--- config.mk ---
export PLATFORM = sky130hd
export DESIGN_NAME = irs_ctrl
export DESIGN_NICKNAME = d
export VERILOG_FILES = /design/src/rtl/irs_pkg.sv /design/src/rtl/irs_ctrl.sv /design/src/rtl/irs_sync.sv
export SDC_FILE = /design/constraint.sdc
export NUM_CORES = 1
export LEC_CHECK = 0
export ABC_AREA = 1
export BUFFER_PORTS_ARGS = -buffer_cell sky130_fd_sc_hd__buf_2
export CAP_MARGIN = 20
export CORE_UTILIZATION = 25
export DETAILED_ROUTE_END_ITERATION = 16
export PLACE_DENSITY = 0.53
export SYNTH_ARGS = -nofsm -noshare
export SYNTH_HDL_FRONTEND = slang
export SYNTH_SLANG_ARGS = --single-unit
--- constraint.sdc ---
create_clock -name clk_i -period 4.8 [get_ports clk_i]
set_clock_uncertainty 0.1 [all_clocks]
set_input_delay 0.72 -clock clk_i [delete_from_list [all_inputs] [get_ports clk_i]]
set_output_delay 0.72 -clock clk_i [all_outputs]
set_load 0.05 [all_outputs]
--- src/rtl/irs_pkg.sv ---
// Constants and types of the interrupt request, status and mask block
// ============================================================
// Contract
// - In slave mode a non-maskable interrupt sets the DMA-halt flag in bit 15, an interrupt return clears it, and while set DMA is held off.
// - The slave-mode status register shows timer 2, 1 and 0 requests in bits 2 to 0, with bits 14 to 3 reserved.
// - The timer summary request bit is the OR of the three timer request bits.
// - The pending request register is read-only, shows the live request lines and has no reset value of its own.
// - Request bit 10 is the serial port request, the OR of its six sources when the serial interrupt is enabled.
// - Request bit 9 reads one while a watchdog interrupt is pending.
// - Request bits 8 to 4 read one while external inputs 4 to 0 have a pending request.
// - Request bits 3 and 2 show DMA channel 1 and 0 requests, and bit 1 is reserved.
// - In-service bits 3 and 2 are one while DMA channel 1 or 0 is being serviced.
// - In-service bit 0 is one while the timer is being serviced, and bit 1 is reserved.
// - The priority threshold register resets to seven, holds the threshold in bits 2 to 0 and keeps its upper bits zero.
// - A maskable source whose priority is numerically above the threshold is blocked, so seven passes every unmasked source.
// - Priorities are three-bit binary, 0 highest and 7 lowest.
// - The mask register is read-write and drives the same mask bit that the per-source control registers use.
// - Relocation register bit 14 selects slave mode when one and master mode when zero.
// ============================================================
package irs_pkg;

    localparam int ADDR_W = 10;
    localparam int REQ_W  = 11;
    localparam int EV_W   = 2;

    // Register indices; byte address is four times the index
    localparam logic [7:0] IDX_MASK  = 8'h28;
    localparam logic [7:0] IDX_PRIO  = 8'h2A;
    localparam logic [7:0] IDX_INSVC = 8'h2C;
    localparam logic [7:0] IDX_REQ   = 8'h2E;
    localparam logic [7:0] IDX_STAT  = 8'h30;
    localparam logic [7:0] IDX_EVST  = 8'hE8;
    localparam logic [7:0] IDX_EVCLR = 8'hEA;
    localparam logic [7:0] IDX_EVEN  = 8'hEC;
    localparam logic [7:0] IDX_RELOC = 8'hFE;

    // Field positions
    localparam int B_TMR   = 0;
    localparam int B_DMA0  = 2;
    localparam int B_EXT0  = 4;
    localparam int B_WD    = 9;
    localparam int B_SER   = 10;
    localparam int B_SLAVE = 14;
    localparam int B_HALT  = 15;
    localparam int EV_NMI  = 0;
    localparam int EV_REQ  = 1;

    // Reset values and valid-bit masks
    localparam logic [2:0]  PRIO_RESET  = 3'h7;
    localparam logic [10:0] MASK_RESET  = 11'h000;
    localparam logic [10:0] REQ_VALID   = 11'h7FD;
    localparam logic [3:0]  INSVC_VALID = 4'hD;

    typedef struct packed {
        logic              read;
        logic              write;
        logic [ADDR_W-1:0] address;
        logic [31:0]       writedata;
    } irs_avs_req_t;

    typedef struct packed {
        logic [31:0] readdata;
        logic        waitrequest;
    } irs_avs_rsp_t;

    // Sources on the block's own clock
    typedef struct packed {
        logic [2:0] timer;
        logic [1:0] dma;
        logic       wdog;
        logic [5:0] serial;
        logic       ser_en;
    } irs_src_t;

    typedef struct packed {
        logic [10:0]    mask;
        logic [2:0]     thr;
        logic           halt;
        logic [3:0]     insvc;
        logic           slave;
        logic [EV_W-1:0] ev_st;
        logic [EV_W-1:0] ev_en;
        logic           ack;
        logic [15:0]    rdata;
        logic           nmi_d;
        logic           pass_d;
    } irs_state_t;

endpackage

--- src/rtl/irs_ctrl.sv ---
// Interrupt request, status, in-service and mask block
//
// Our own choice: the Avalon-MM slave port.
module irs_ctrl (
    input  wire logic                       clk_i,
    input  wire logic                       rst_n_i,
    input  wire irs_pkg::irs_avs_req_t      bus_i,
    output irs_pkg::irs_avs_rsp_t           bus_o,
    input  wire irs_pkg::irs_src_t          src_i,
    input  wire logic [4:0]                 ext_req_i,
    input  wire logic                       nmi_i,
    input  wire logic [10:0][2:0]           prio_i,
    input  wire logic [3:0]                 svc_set_i,
    input  wire logic                       interrupt_return_i,
    output logic                            core_req_o,
    output logic                            core_nmi_o,
    output logic                            dma_hold_o,
    output logic [10:0]                     mask_o,
    output logic                            slave_o,
    output logic                            irq_o
);
    import irs_pkg::*;

    irs_state_t st;
    irs_state_t next_st;

    // ============================================================
    // Helper functions
    // ============================================================

    // Address match against a register index
    function automatic logic hit(
        input logic [ADDR_W-1:0] a,
        input logic [7:0]        idx
    );
        hit = (a == {idx, 2'b00});
    endfunction

    // Priority within threshold, 0 highest
    function automatic logic prio_ok(
        input logic [2:0] p,
        input logic [2:0] t
    );
        prio_ok = (p <= t);
    endfunction

    // ============================================================
    // Pin synchronisers
    // ============================================================
    logic [5:0] pin_sync;

    irs_sync #(
        .W (6)
    ) u_sync (
        .clk_i   (clk_i),
        .rst_n_i (rst_n_i),
        .d_i     ({nmi_i, ext_req_i}),
        .q_o     (pin_sync)
    );

    logic [4:0] ext_s;
    logic       nmi_s;

    assign ext_s = pin_sync[4:0];
    assign nmi_s = pin_sync[5];

    // ============================================================
    // Live request vector
    // ============================================================
    logic [10:0] req_vec;
    logic        tmr_any;
    logic        ser_any;

    assign tmr_any = |src_i.timer;
    assign ser_any = src_i.ser_en & (|src_i.serial);

    always_comb begin
        req_vec              = '0;
        req_vec[B_TMR]       = tmr_any;
        req_vec[B_DMA0+1:B_DMA0] = src_i.dma;
        req_vec[B_EXT0+4:B_EXT0] = ext_s;
        req_vec[B_WD]        = src_i.wdog;
        req_vec[B_SER]       = ser_any;
    end

    // ============================================================
    // Gating toward the core
    // ============================================================
    logic [10:0] pass_vec;
    logic        pass_any;

    always_comb begin
        for (int i = 0; i < REQ_W; i++) begin
            pass_vec[i] = req_vec[i] & ~st.mask[i]
                & prio_ok(prio_i[i], st.thr);
        end
    end

    assign pass_any = |(pass_vec & REQ_VALID);

    // ============================================================
    // Bus decode
    // ============================================================
    logic        req_on;
    logic        wr_do;
    logic        rd_take;
    logic [15:0] wd16;

    assign req_on  = bus_i.read | bus_i.write;
    assign wr_do   = bus_i.write & st.ack;
    assign rd_take = req_on & ~st.ack;
    assign wd16    = bus_i.writedata[15:0];

    // ============================================================
    // Read data selection
    // ============================================================
    logic [15:0] rd_mux;
    logic [15:0] stat_word;

    always_comb begin
        stat_word         = '0;
        stat_word[B_HALT] = st.halt;
        stat_word[2:0]    = src_i.timer;
    end

    always_comb begin
        rd_mux = '0;
        if (hit(bus_i.address, IDX_MASK)) begin
            rd_mux = {5'h00, st.mask};
        end else if (hit(bus_i.address, IDX_PRIO)) begin
            rd_mux = {13'h0000, st.thr};
        end else if (hit(bus_i.address, IDX_INSVC)) begin
            rd_mux = {12'h000, st.insvc & INSVC_VALID};
        end else if (hit(bus_i.address, IDX_REQ)) begin
            rd_mux = {5'h00, req_vec};
        end else if (hit(bus_i.address, IDX_STAT)) begin
            rd_mux = stat_word;
        end else if (hit(bus_i.address, IDX_EVST)) begin
            rd_mux = {14'h0000, st.ev_st};
        end else if (hit(bus_i.address, IDX_EVEN)) begin
            rd_mux = {14'h0000, st.ev_en};
        end else if (hit(bus_i.address, IDX_RELOC)) begin
            rd_mux[B_SLAVE] = st.slave;
        end
    end

    // ============================================================
    // State update
    // ============================================================
    logic       nmi_rise;
    logic       pass_rise;
    logic [EV_W-1:0] ev_set;
    logic [EV_W-1:0] ev_clr;

    assign nmi_rise  = nmi_s & ~st.nmi_d;
    assign pass_rise = pass_any & ~st.pass_d;

    always_comb begin
        ev_set         = '0;
        ev_set[EV_NMI] = nmi_rise;
        ev_set[EV_REQ] = pass_rise;
        ev_clr         = '0;
        if (wr_do && hit(bus_i.address, IDX_EVCLR)) begin
            ev_clr = wd16[EV_W-1:0];
        end
    end

    always_comb begin
        next_st = st;

        // Handshake: one wait cycle, answer on the next
        next_st.ack = rd_take;
        if (rd_take) begin
            next_st.rdata = rd_mux;
        end

        // Register writes
        if (wr_do) begin
            if (hit(bus_i.address, IDX_MASK)) begin
                next_st.mask = wd16[10:0] & REQ_VALID;
            end
            if (hit(bus_i.address, IDX_PRIO)) begin
                next_st.thr = wd16[2:0];
            end
            if (hit(bus_i.address, IDX_EVEN)) begin
                next_st.ev_en = wd16[EV_W-1:0];
            end
            if (hit(bus_i.address, IDX_RELOC)) begin
                next_st.slave = wd16[B_SLAVE];
            end
        end

        // DMA halt: set wins over the return
        if (interrupt_return_i) begin
            next_st.halt = 1'b0;
        end
        if (st.slave && nmi_rise) begin
            next_st.halt = 1'b1;
        end

        // In-service: set wins over the return
        if (interrupt_return_i) begin
            next_st.insvc = '0;
        end
        next_st.insvc = next_st.insvc
            | (svc_set_i & INSVC_VALID);

        // Sticky events: set wins over clear
        next_st.ev_st = (st.ev_st & ~ev_clr) | ev_set;

        next_st.nmi_d  = nmi_s;
        next_st.pass_d = pass_any;
    end

    always_ff @(posedge clk_i or negedge rst_n_i) begin
        if (!rst_n_i) begin
            st        <= '0;
            st.mask   <= MASK_RESET;
            st.thr    <= PRIO_RESET;
        end else begin
            st <= next_st;
        end
    end

    // ============================================================
    // Outputs
    // ============================================================
    assign bus_o = '{readdata: {16'h0000, st.rdata},
                     waitrequest: req_on & ~st.ack};

    assign core_req_o = st.pass_d;
    assign core_nmi_o = st.nmi_d;
    assign dma_hold_o = st.halt;
    assign mask_o     = st.mask;
    assign slave_o    = st.slave;
    assign irq_o      = |(st.ev_st & st.ev_en);

endmodule // irs_ctrl

--- src/rtl/irs_sync.sv ---
// Two-flop synchroniser for pin inputs
module irs_sync #(
    parameter int W = 1
) (
    input  wire logic         clk_i,
    input  wire logic         rst_n_i,
    input  wire logic [W-1:0] d_i,
    output logic      [W-1:0] q_o
);
    logic [W-1:0] meta;

    always_ff @(posedge clk_i or negedge rst_n_i) begin
        if (!rst_n_i) begin
            meta <= '0;
            q_o  <= '0;
        end else begin
            meta <= d_i;
            q_o  <= meta;
        end
    end
endmodule // irs_sync

## Yosys cells after proc, flatten, opt, wreduce, memory -nomap -nowiden

Cells that the tools add are included.

- Register bits after elaboration: 54
- Bits of input ports: 103
- Logic and storage cells: 100
- Output and inout bits: 49

- Equal/unequal tests: 9
- Bitwise logic cells: 44
- $lt $le $gt $ge: 10
- Reduce and logical (&&, ||, !) cells: 11
- Muxes and demuxes: 13

Operators by type and width:

| kind | count |
|---|---|
| 2-to-1 mux 16 bit | 5 |
| equality test 10 x 8 -> 1 bit, second input constant | 5 |
| equality test 10 bit, second input constant | 4 |
| less-or-equal comparator 3 bit | 10 |
| AND 1 bit | 25 |
| 2-to-1 mux 15 bit | 1 |
| NOT 1 bit | 13 |
| OR reduction 10 bit | 1 |
| AND reduction 2 bit | 4 |
| OR reduction 6 bit | 1 |
| AND 2 bit | 2 |
| 2-to-1 mux 1 bit | 4 |
| 2-to-1 mux 2 bit | 2 |
| 2-to-1 mux 4 bit | 1 |
| bitwise OR 4 bit | 1 |
| OR reduction 3 bit | 1 |
| logical AND 1 bit | 2 |
| NOT 2 bit | 1 |
| bitwise OR 2 bit | 1 |
| nonzero test 2 bit | 1 |
| OR reduction 2 bit | 1 |
| bitwise OR 1 bit | 1 |

## Depth between registers and ports, before layout

Gate-level depths: netlist of run 1.

- Word-level depth: 9
- Mapped depth: 12
- Depth with buffers taken out: 12

## By module

Synthesis of run 1 repeated with hierarchy kept, for this count alone.

- Cells, all modules: 429
- Area total of the unflattened synthesis: 3390.8 um^2

By module, submodules not included:

| module | times used | area an instance (um^2) | cells each |
|---|---|---|---|
| irs_ctrl | 1 | 3090.5 | 417 |
| irs_sync | 1 | 300.3 | 12 |

## Least setup slack after synthesis of run 1

OpenSTA, ideal clock, no wires.

- Path kind: input to output
- From: input bus_i[42] (netlist bit)
- To: output bus_o[0] (netlist bit)
- Setup slack: 2.496 ns
- Arrival time: 1.484 ns
- Stages: 4
- Buffers on the path: 2
- Cell sequence: nor2_1 nor2_1 clkbuf_1 buf_4

RTL lines:

| item | RTL line | text |
|---|---|---|
| from (decl) | irs_ctrl.sv:7 | `input wire irs_pkg::irs_avs_req_t bus_i,` |
| to (decl) | irs_ctrl.sv:8 | `output irs_pkg::irs_avs_rsp_t bus_o,` |

==> results.md, run 1 <==
* Met2 wire length at 3980 um
* Area of the multi-input gates at 1570 um^2
* Crit path buffers/inverters at 3
* Fillers at 1391
* Global Route Usage Sum at 12.8%
* Core area at 12800 um^2
* Synth top cells by count: nand2_1 (91), inv_1 (52), dfrtp_1 (47)
* Post-synthesis sequential element count at 50
* TritonRoute pass-1 iters at 4
* Hold path startpoint: u_sync.meta[4]$_DFF_PN0_
* Initial antenna violation count at 0
* Critical path origin: bus_i[42]
* Slew Viols, Final at 0
* Clk sinks at 50
* Met1 WL at 3820 um
* Cts repair resizes at 0
* Crit path DAT at 1480 ps
* Total routed wirelength at 8360 um
* Clock Latency Late Sink at 290 ps
* Layout cells sized above 1 at 27.6%
* Clk pin slew, worst setup/hold paths at 60 ps
* Area contributors post-synth: dfrtp_1 (35%), ha_1 (11%), nand2_1 (10%), buf_4 (10%), inv_1 (5.9%)
* RR Startpoint: st[31]$_DFFE_PN1P_
* Dpl ws at 1870 ps
* Vias at 2807
* Remaining DRCs at 0
* Port bufs at 107
* Hold buffers post-CTS at 0
* TritonCTS buffer count at 5
* EDFF count, synth at 0
* Starting density of the core at 26.0%
* Worst hold endpoint: u_sync.q_o[4]$_DFF_PN0_
* Critical Path RT at 3980 ps
* # H-tree levels at 2
* Worst min path class: reg2reg
* Sequential-to-total area share from yosys stat at 37.8%
* CTS tree: built
* Post-CTS Setup Bufs at 0
* Cells after Synth at 415
* Final Hold Violating Endpoints at 0
* Die area at 13700 um^2
* I/O pin count at 152
* Yosys cell types at 32
* RSZ-0062 raised after global routing: no
* Period utilisation layout at 47.9%
* Setup violators final at 0
* Critical Setup Path Class: in2out
* CP max FO at 14
* Die width at 117 um
* Global-route wire length before repair at 13300 um
* Final WS setup at 2500 ps
* Sum Neg Setup Slack at 0 ps
* Yosys top cell by area: dfrtp_1
* Layout Nets at 635
* Synthesized area at 3320 um^2
* Min Tclk post-route at 2300 ps
* Drt wl/cell at 12.4 um
* Pwr dens at 251 nW/um^2
* Root Buffer: clkbuf_16
* CP max-delay cell: buf_2
* Max incr delay on CP at 290 ps
* Crit-path cells: buf_2 > nor2_1 > nor2_1 > buf_4 > buf_2
* Ant diodes at 0
* Via density at 4.16
* DR iter-0 viols at 97
* Post-DRT Antenna Nets at 0
* Actual slew at the worst max-slew pin at 647 ps
* Synthesis-to-finish area growth at 18.8%
* VDD IR max at 0.142 mV
* Top-count cell post-synth: nand2_1
* Post-DP HPWL at 6710 um
* Synth Flop Type: dfrtp_1
* Placed cell count at 666
* Reported max-cap violation count at 0
* Outcome: finished clean
* Core Rows at 41
* Yosys warning total at 0
* Met3 wire length at 507 um
* Grt ovf at 0
* Critical Path End Type: output port
* Largest net degree at the start of global routing at 51
* Synth top area share at 35.4%
* Final Non-Filler Cells at 675
* Critical Path Source Type: input pin
* Hold path depth at 0
* Top Layer Used: met4
* Vias in the first global route at 2779
* Gpl congestion at 0.748
* Synthesized area per cell at 8.00 um^2
* Clock Tree Buf Depth at 2
* CP top delay family: buffers and inverters
* Worst reg2reg setup slack at 2680 ps
* Storage element area at 1250 um^2
* Reg2reg path depth at 9
* Async S/R FF share, synth at 100%
* Relative slew slack at 56.9%
* FMAX at 435 MHz
* Die Ht at 117 um
* Leak Pwr at 2.19 nW
* Reg-to-reg endpoint: st[22]$_DFF_PN0_
==> layout make-up <==
| type | count | area share [%] |
|---|---|---|
| multi-input cells | 282 | 39.9 |
| flip-flops and latches | 50 | 31.8 |
| repair buffers | 109 | 14.0 |
| well taps | 172 | 5.46 |
| inverters | 54 | 5.14 |
| clock buffers | 7 | 3.62 |
| clock inverters | 1 | 0.127 |
==> stage by stage <==
stage                     utilization (%)  hold slack (ps)  power (W)  cell area, um^2
after detailed placement             29.7              235   0.000641             3790
final                                30.9              248   0.000989             3940
after global placement               29.7              233   0.000636             3790
after floorplan                         -              231   0.000589             3390
after global routing                 30.9              256    0.00105             3940
after CTS                            30.8              245    0.00100             3940
==> cell usage in the layout (no fill, tap or decap), types with 2 or more instances in the layout <==
cell type,synthesis,layout
o21ai_1,4,4
dfstp_2,3,3
o31ai_1,2,2
buf_4,44,2
nand2_1,91,91
nand2_2,3,3
nand4_1,6,6
inv_1,52,52
o21bai_1,3,3
nor2_4,2,2
nand3b_1,7,7
a21oi_2,8,8
nand3_1,23,23
dfrtp_1,47,47
conb_1,1,20
inv_2,2,2
buf_2,0,107
a21oi_1,12,12
o22ai_1,6,6
ha_1,30,30
clkbuf_16,0,5
o21ai_2,2,2
o21ai_0,9,9
nor2_1,43,43
nor3_1,4,4
==> worst register-to-register path: stages (launching register included) <==
cell,delay [ps]
dfstp_2,550
inv_1,210
ha_1,410
nand2_1,50
o21ai_0,140
a21oi_1,90
nor2_1,150
nand3_1,160
nand2_1,90
nand2_1,50
==> flip-flops by register name, indices dropped and copies added, names as in the netlist <==
signal / cells
bus_o: 13
core_nmi_o: 1
core_req_o: 1
dma_hold_o: 1
mask_o: 10
slave_o: 1
st: 11
u_sync.meta: 6
u_sync.q_o: 6
==> cells by family after synthesis <==
logic type | Yosys count | share of synthesized area [%]
compound gates | 50 | 9.62
fa+ha+maj | 30 | 11.3
simple gates | 182 | 24.2
buf+inv | 102 | 17.0
other cells | 1 | 0.113
flops | 50 | 37.8
==> metal layers <==
layer | GRT usage [%] | vias to the layer above
met2 | 22.5 | 100
met1 | 15.9 | 1257
met3 | 3.35 | 7
li1 | - | 1443
met5 | 0 | -
met4 | 2.03 | 0
==> worst max-delay path by stage <==
stage | endpoint | slack (ps) | cells past startpoint
2_1_floorplan | bus_o[0] | 2500 | 4
3_5_place_dp | bus_o[0] | 1870 | 4
6_report | bus_o[0] | 2500 | 5
4_1_cts | bus_o[0] | 1870 | 4
3_3_place_gp | bus_o[0] | 1880 | 4
5_1_grt | bus_o[0] | 2460 | 5
==> report_power, final <==
| group | total [W] | internal [W] | switching (W) | leakage (nW) |
|---|---|---|---|---|
| registers | 0.000442 | 0.000436 | 0.00000681 | 0.581 |
| clock network | 0.000359 | 0.000207 | 0.000152 | 0.0739 |
| logic | 0.000188 | 0.0000554 | 0.000133 | 1.53 |
(Power assumes the default switching activity.)
==> run 2, diff against run 1 <==
--- a/config.mk
+++ b/config.mk
@@ -10,7 +10,7 @@
 export CAP_MARGIN = 20
 export CORE_UTILIZATION = 25
 export DETAILED_ROUTE_END_ITERATION = 16
-export PLACE_DENSITY = 0.53
+export PLACE_DENSITY = 0.55
 export SYNTH_ARGS = -nofsm -noshare
 export SYNTH_HDL_FRONTEND = slang
 export SYNTH_SLANG_ARGS = --single-unit
==> constraint.sdc (replaced) <==
create_clock -name clk_i -period 2 [get_ports clk_i]
set_clock_uncertainty 0.1 [all_clocks]
set_input_delay 0.3 -clock clk_i [delete_from_list [all_inputs] [get_ports clk_i]]
set_output_delay 0.3 -clock clk_i [all_outputs]
set_load 0.05 [all_outputs]
==> run 2 against run 1 <==
Net effect:
- the run now ends with negative setup slack left
- worst hold slack lost 230 ps
- design area up 6.4%
- count of clock-buffer cells in the layout fell by 2
- routed wire length up 3.1%
- die area unchanged
- sequential share of layout area decreased by 1.9 points
- setup slack worse by 2500 ps
- final cell count is 1.9% higher
- combinational power increased to 2.6 times the previous value
- critical path depth rose by 6
- utilization is 2.0 points higher
==> results.md, run 2 (synthesized netlist as in run 1, its figures left out) <==
* Vias at 2903 (+3.4%)
* Placed cell count at 671 (+0.75%)
* Area of the multi-input gates at 1650 um^2 (+4.9%)
* Commonest non-fill, non-tap cell in the layout: buf_2
* Via density at 4.22 (+1.5%)
* Slew Viols, Final at 0 (unchanged)
* Layout Nets at 648 (+2.0%)
* Commonest non-fill, non-tap cells in the layout: buf_2 (107), nand2_1 (90), inv_1 (50)
* Die Ht at 117 um (unchanged)
* Leak Pwr at 2.27 nW (+3.8%)
* Critical Path RT at 2080 ps (-1900 ps)
* Failing checks: negative setup slack
* Max reg flops at 13 (unchanged)
* Clk pin slew, worst setup/hold paths at 70 ps (about the same)
* Clock Tree Buf Depth at 2 (unchanged)
* Layout cells sized above 1 at 31.2% (+3.6 points)
* Largest net degree at the start of global routing at 32 (-37%)
* Critical Setup Path Class: reg2reg
* Dpl ws at -74.0 ps (-1940 ps)
* Initial antenna violation count at 0 (unchanged)
* Synthesis-to-finish area growth at 26.4%
* Die width at 117 um (unchanged)
* Storage element area at 1250 um^2 (unchanged)
* Final WS setup at -21.3 ps (-2520 ps)
* Fillers at 1364 (-1.9%)
* Root Buffer: clkbuf_16
* Grt ovf at 0 (unchanged)
* DR iter-0 viols at 91 (-6.2%)
* TritonRoute pass-1 iters at 4 (unchanged)
* CP max FO at 5 (-9)
* Crit path DAT at 2100 ps (+620 ps)
* RSZ-0062 raised after global routing: yes
* Gpl congestion at 0.805 (+7.6%)
* Final Non-Filler Cells at 688 (+1.9%)
* Vias in the first global route at 2825 (+1.7%)
* Setup violators final at 1 (+1)
* Starting density of the core at 26.0% (unchanged)
* Period utilisation layout at 101%
* Total routed wirelength at 8620 um (+3.1%)
* Remaining DRCs at 0 (unchanged)
* Drt wl/cell at 12.5 um (+1.2%)
* Post-DRT Antenna Nets at 0 (unchanged)
* Critical Path Source Type: flip-flop
* Min Tclk post-route at 2020 ps
* Ant diodes at 0 (unchanged)
* Port bufs at 107 (unchanged)
* Global-route wire length before repair at 13400 um (+1.1%)
* Core Rows at 41 (unchanged)
* CTS tree: built
* Pwr dens at 599 nW/um^2 (+140%)
* I/O pin count at 152 (unchanged)
* FMAX at 495 MHz
* Final Hold Violating Endpoints at 0 (unchanged)
* Clk sinks at 50 (unchanged)
* Worst min path class: in2reg
* Reported max-cap violation count at 0 (unchanged)
* Die area at 13700 um^2 (unchanged)
* VDD IR max at 0.257 mV (+82%)
* # H-tree levels at 2 (unchanged)
* Core area at 12800 um^2 (unchanged)
* Global Route Usage Sum at 13.1% (+0.32 points)
* Post-DP HPWL at 6860 um (+2.2%)
* Critical Path End Type: flip-flop
* Outcome: complete, but fails checks
* Clock Latency Late Sink at 290 ps (about the same)
* Hold WS at 16.0 ps (-232 ps)
* TritonCTS buffer count at 5 (unchanged)
-- run 2: cell types whose count changed in the layout (fill, tap and decap cells not counted), moves of 2 or more --
cell / change
buf_4: +5
clkinvlp_4: +5
nor2_2: +3
ha_4: +5
dlygate4sd3_1: +4
buf_12: +3
ha_1: -5
nor2_1: -3
inv_1: -2
-- run 2: area by class of cell --
| class | count | share of cell area, % |
|---|---|---|
| Clock buffer | 5 | 2.98 |
| Clock inverter | 3 | 1.07 |
| Timing Repair inverter | 1 | 0.179 |
| Timing Repair Buffer | 121 | 16.4 |
| Tap cell | 172 | 5.13 |
| Sequential cell | 50 | 29.9 |
| Multi-Input combinational cell | 282 | 39.3 |
| Inverter | 54 | 5.01 |
-- run 2: through the flow --
stage               utilization [%]  total power, W  cell area [um^2]  setup TNS [ps]
floorplan                         -         0.00141              3390               0
global placement               30.0         0.00154              3840           -49.8
detailed placement             30.0         0.00155              3840           -74.0
CTS                            31.9         0.00254              4070           -66.8
global route                   32.8         0.00266              4200            -290
finish                         32.8         0.00251              4200           -21.3
-- run 2: where the power goes --
part | total, W | internal, W | switching [W]
registers | 0.00106 | 0.00105 | 0.0000171
clock network | 0.000968 | 0.000590 | 0.000378
logic | 0.000482 | 0.000154 | 0.000329
total | 0.00251 | 0.00179 | 0.000724
-- run 2: what timing repair did --
item                                    4_1_cts  5_1_grt
hold buffers                                  3        1
buffers inserted                              3        1
gates cloned                                  0        1
resized for setup                             1       14
endpoints found under the setup margin        1        2
pin swaps                                     0        3
endpoints found under the hold margin        21        1
-- run 2: per-layer routing --
metal	track usage (%)	wire (um)
met2	22.3	4040
met3	2.83	526
met4	3.63	95
met5	0	0
met1	16.6	3960
-- run 2: worst paths after layout --
path | start | to | slack, ps | depth (start not counted)
min in group asynchronous | rst_n_i | bus_o[11]$_DFFE_PN0P_ | 400 | 2
min | ext_req_i[4] | u_sync.meta[4]$_DFF_PN0_ | 20 | 1
min reg2reg | u_sync.meta[4]$_DFF_PN0_ | u_sync.q_o[4]$_DFF_PN0_ | 250 | 0
max reg2reg | st[31]$_DFFE_PN1P_ | st[22]$_DFF_PN0_ | -20 | 11
max | st[31]$_DFFE_PN1P_ | st[22]$_DFF_PN0_ | -20 | 11
max in group asynchronous | rst_n_i | st[31]$_DFFE_PN1P_ | 790 | 3
-- run 2: critical path, cell delays in order (launching register included) --
cell,delay [ps]
dfstp_2,600
clkinvlp_4,170
ha_1,350
nand3b_1,80
nand2_1,70
nand2_1,80
nand2_1,70
nand2_1,50
nor2_2,90
nand3_2,130
nand2_1,80
nand2_1,40
==> run 3, diff against run 2 <==
--- a/config.mk
+++ b/config.mk
@@ -10,7 +10,6 @@
 export CAP_MARGIN = 20
 export CORE_UTILIZATION = 25
 export DETAILED_ROUTE_END_ITERATION = 16
-export PLACE_DENSITY = 0.55
 export SYNTH_ARGS = -nofsm -noshare
 export SYNTH_HDL_FRONTEND = slang
 export SYNTH_SLANG_ARGS = --single-unit
==> run 3 against run 2 <==
Net effect:
- the run still ends with negative setup slack left
- register-to-register slack worse by 20 ps
- sequential share of layout area is 0.63 points higher
- final cell count fell by 0.73%
- setup slack worse by 20 ps
- flip-flop and latch count did not move
- design area is 2.1% lower
- via count up 0.34%
- largest cell class unchanged
- largest power group unchanged
==> results.md, run 3 (synthesized netlist as in run 1, its figures left out) <==
* Crit path buffers/inverters at 1 (unchanged)
* Core area at 12800 um^2 (unchanged)
* Placed cell count at 671 (unchanged)
* Total routed wirelength at 8650 um (+0.38%)
* Die area at 13700 um^2 (unchanged)
* Hold path startpoint: ext_req_i[3]
* Clk sinks at 50 (unchanged)
* Max incr delay on CP at 610 ps (about the same)
* CP max-delay cell: dfstp_2
* Largest net degree at the start of global routing at 32 (unchanged)
* Max reg flops at 13 (unchanged)
* Pwr dens at 571 nW/um^2 (-4.6%)
* RSZ-0062 raised after global routing: yes
* Critical Path Most Common Cell: nand2_1
* Critical Path RT at 2070 ps (about the same)
* I/O pin count at 152 (unchanged)
* Post-DRT Antenna Nets at 0 (unchanged)
* Worst min path class: in2reg
* Vias in the first global route at 2877 (+1.8%)
* Final Non-Filler Cells at 683 (-0.73%)
* CP top delay family: simple AND/OR/NAND/NOR gates
* Critical Setup Path Class: reg2reg
* Grt ovf at 0 (unchanged)
* Commonest non-fill, non-tap cell in the layout: buf_2
* FMAX at 490 MHz (-0.96%)
* Synthesis-to-finish area growth at 23.8%
* CTS tree: built
* Outcome: complete, but fails checks
* CP max FO at 5 (unchanged)
* Drt wl/cell at 12.7 um (+1.1%)
* Critical Path End Type: flip-flop
* Root Buffer: clkbuf_16
* Top Usage Layer GRT: met2
* VDD IR max at 0.273 mV (+6.0%)
* Die Ht at 117 um (unchanged)
* Critical path origin: st[30]$_DFFE_PN1P_
* TritonRoute pass-1 iters at 4 (unchanged)
* Vias at 2913 (+0.34%)
* Layout cells sized above 1 at 30.3% (-0.87 points)
* # H-tree levels at 2 (unchanged)
* Port bufs at 107 (unchanged)
* Met3 usage at 2.32% (-0.51 points)
* Post-Layout Inst Area at 4110 um^2 (-2.1%)
* Min Tclk post-route at 2040 ps (+19.6 ps)
* Failing checks: negative setup slack
* Remaining DRCs at 0 (unchanged)
* Final Hold Violating Endpoints at 0 (unchanged)
* Ant diodes at 0 (unchanged)
* Placed inst area at 3850 um^2 (+0.33%)
* Global Route Usage Sum at 13.2% (+0.10 points)
* DR iter-0 viols at 94 (+3.3%)
* Reported max-cap violation count at 0 (unchanged)
* Commonest non-fill, non-tap cells in the layout: buf_2 (107), nand2_1 (90), inv_1 (51)
* Gpl congestion at 0.768 (-4.6%)
* Setup violators final at 1 (unchanged)
* Via density at 4.27 (+1.1%)
* Met2 Track Usage GR at 23.0% (+0.67 points)
* Leak Pwr at 2.24 nW (-1.4%)
* Die width at 117 um (unchanged)
* Initial antenna violation count at 0 (unchanged)
* Slew Viols, Final at 0 (unchanged)
* Final WS setup at -40.9 ps (-19.6 ps)
* Post-DP HPWL at 7050 um (+2.8%)
* Clk pin slew, worst setup/hold paths at 60 ps (about the same)
* Core Rows at 41 (unchanged)
* TritonCTS buffer count at 5 (unchanged)
* RR Startpoint: st[30]$_DFFE_PN1P_
* Global-route wire length before repair at 13700 um (+2.2%)
* Period utilisation layout at 102% (+0.98 points)
* Crit-path cells: clkinvlp_4 > ha_1 > nand3b_1 > nand2_1 > nand2_1 > nand2_1 > nand2_1 > nor2_1 > nand3_2 > nand2_1 > nand2_1
* Starting density of the core at 26.0% (unchanged)
* M1 GR Usage at 17.3% (+0.61 points)
* Clock Tree Buf Depth at 2 (unchanged)
* Fillers at 1397 (+2.4%)
* Clock Latency Late Sink at 280 ps (about the same)
* Layout Nets at 644 (-0.62%)
* Crit path DAT at 2110 ps (about the same)
* Critical Path Source Type: flip-flop
-- run 3: through the flow --
step / power [W] / hold slack (ps) / util, % / setup slack (ps) / TNS (ps)
after global placement: 0.00154 / 194 / 30.1 / -73.7 / -73.7
after detailed placement: 0.00155 / 191 / 30.1 / -97.2 / -97.2
after CTS: 0.00237 / 14.3 / 32.1 / -57.4 / -57.4
final: 0.00235 / 18.9 / 32.2 / -40.9 / -40.9
after global routing: 0.00247 / 18.8 / 32.2 / -192 / -268
after floorplan: 0.00141 / -95.6 / - / 281 / 0
-- run 3: worst reg2reg max path, delay by kind of cell, from the launching register on --
family | cells | cell delay (ps)
simple gates | 9 | 710
flops | 1 | 610
buf+inv | 1 | 180
fa+ha+maj | 1 | 330
-- run 3: repair_timing --
item                                    4_1_cts  5_1_grt
hold endpoints to repair                     19        0
pin swaps                                     6        0
hold buffers                                  1        0
gates cloned                                  1        0
setup buffers                                 3        0
endpoints found under the setup margin        2        2
gates resized for setup                      12        1
-- run 3: layer usage --
metal	vias up	part of all wire, %
met5	-	0
met4	0	0.73
met3	7	5.0
met2	99	48
met1	1343	46
li1	1464	-
-- run 3: layout make-up --
type / instances / area, um^2 / area share [%]
clock buffers: 7 / 133 / 3.23
flip-flops and latches: 50 / 1250 / 30.5
repair inverters: 1 / 7.51 / 0.183
multi-input cells: 282 / 1650 / 40.1
inverters: 54 / 206 / 5.02
well taps: 172 / 215 / 5.24
repair buffers: 117 / 646 / 15.7
-- run 3: worst paths after layout --
path                                                  to  slack (ps)  cells past startpoint
min in group asynchronous          bus_o[10]$_DFFE_PN0P_         410                      2
worst max-delay path                    st[22]$_DFF_PN0_         -40                     11
worst max register to register          st[22]$_DFF_PN0_         -40                     11
worst min register to register   u_sync.q_o[4]$_DFF_PN0_         250                      0
max in group asynchronous             st[30]$_DFFE_PN1P_         780                      3
worst min-delay path            u_sync.meta[3]$_DFF_PN0_          20                      1
-- run 3: report_power, final --
group	switching [W]	internal, W	leakage [nW]	total [W]
clock network	0.000349	0.000458	0.0640	0.000808
logic	0.000327	0.000149	1.59	0.000476
registers	0.0000172	0.00105	0.581	0.00106
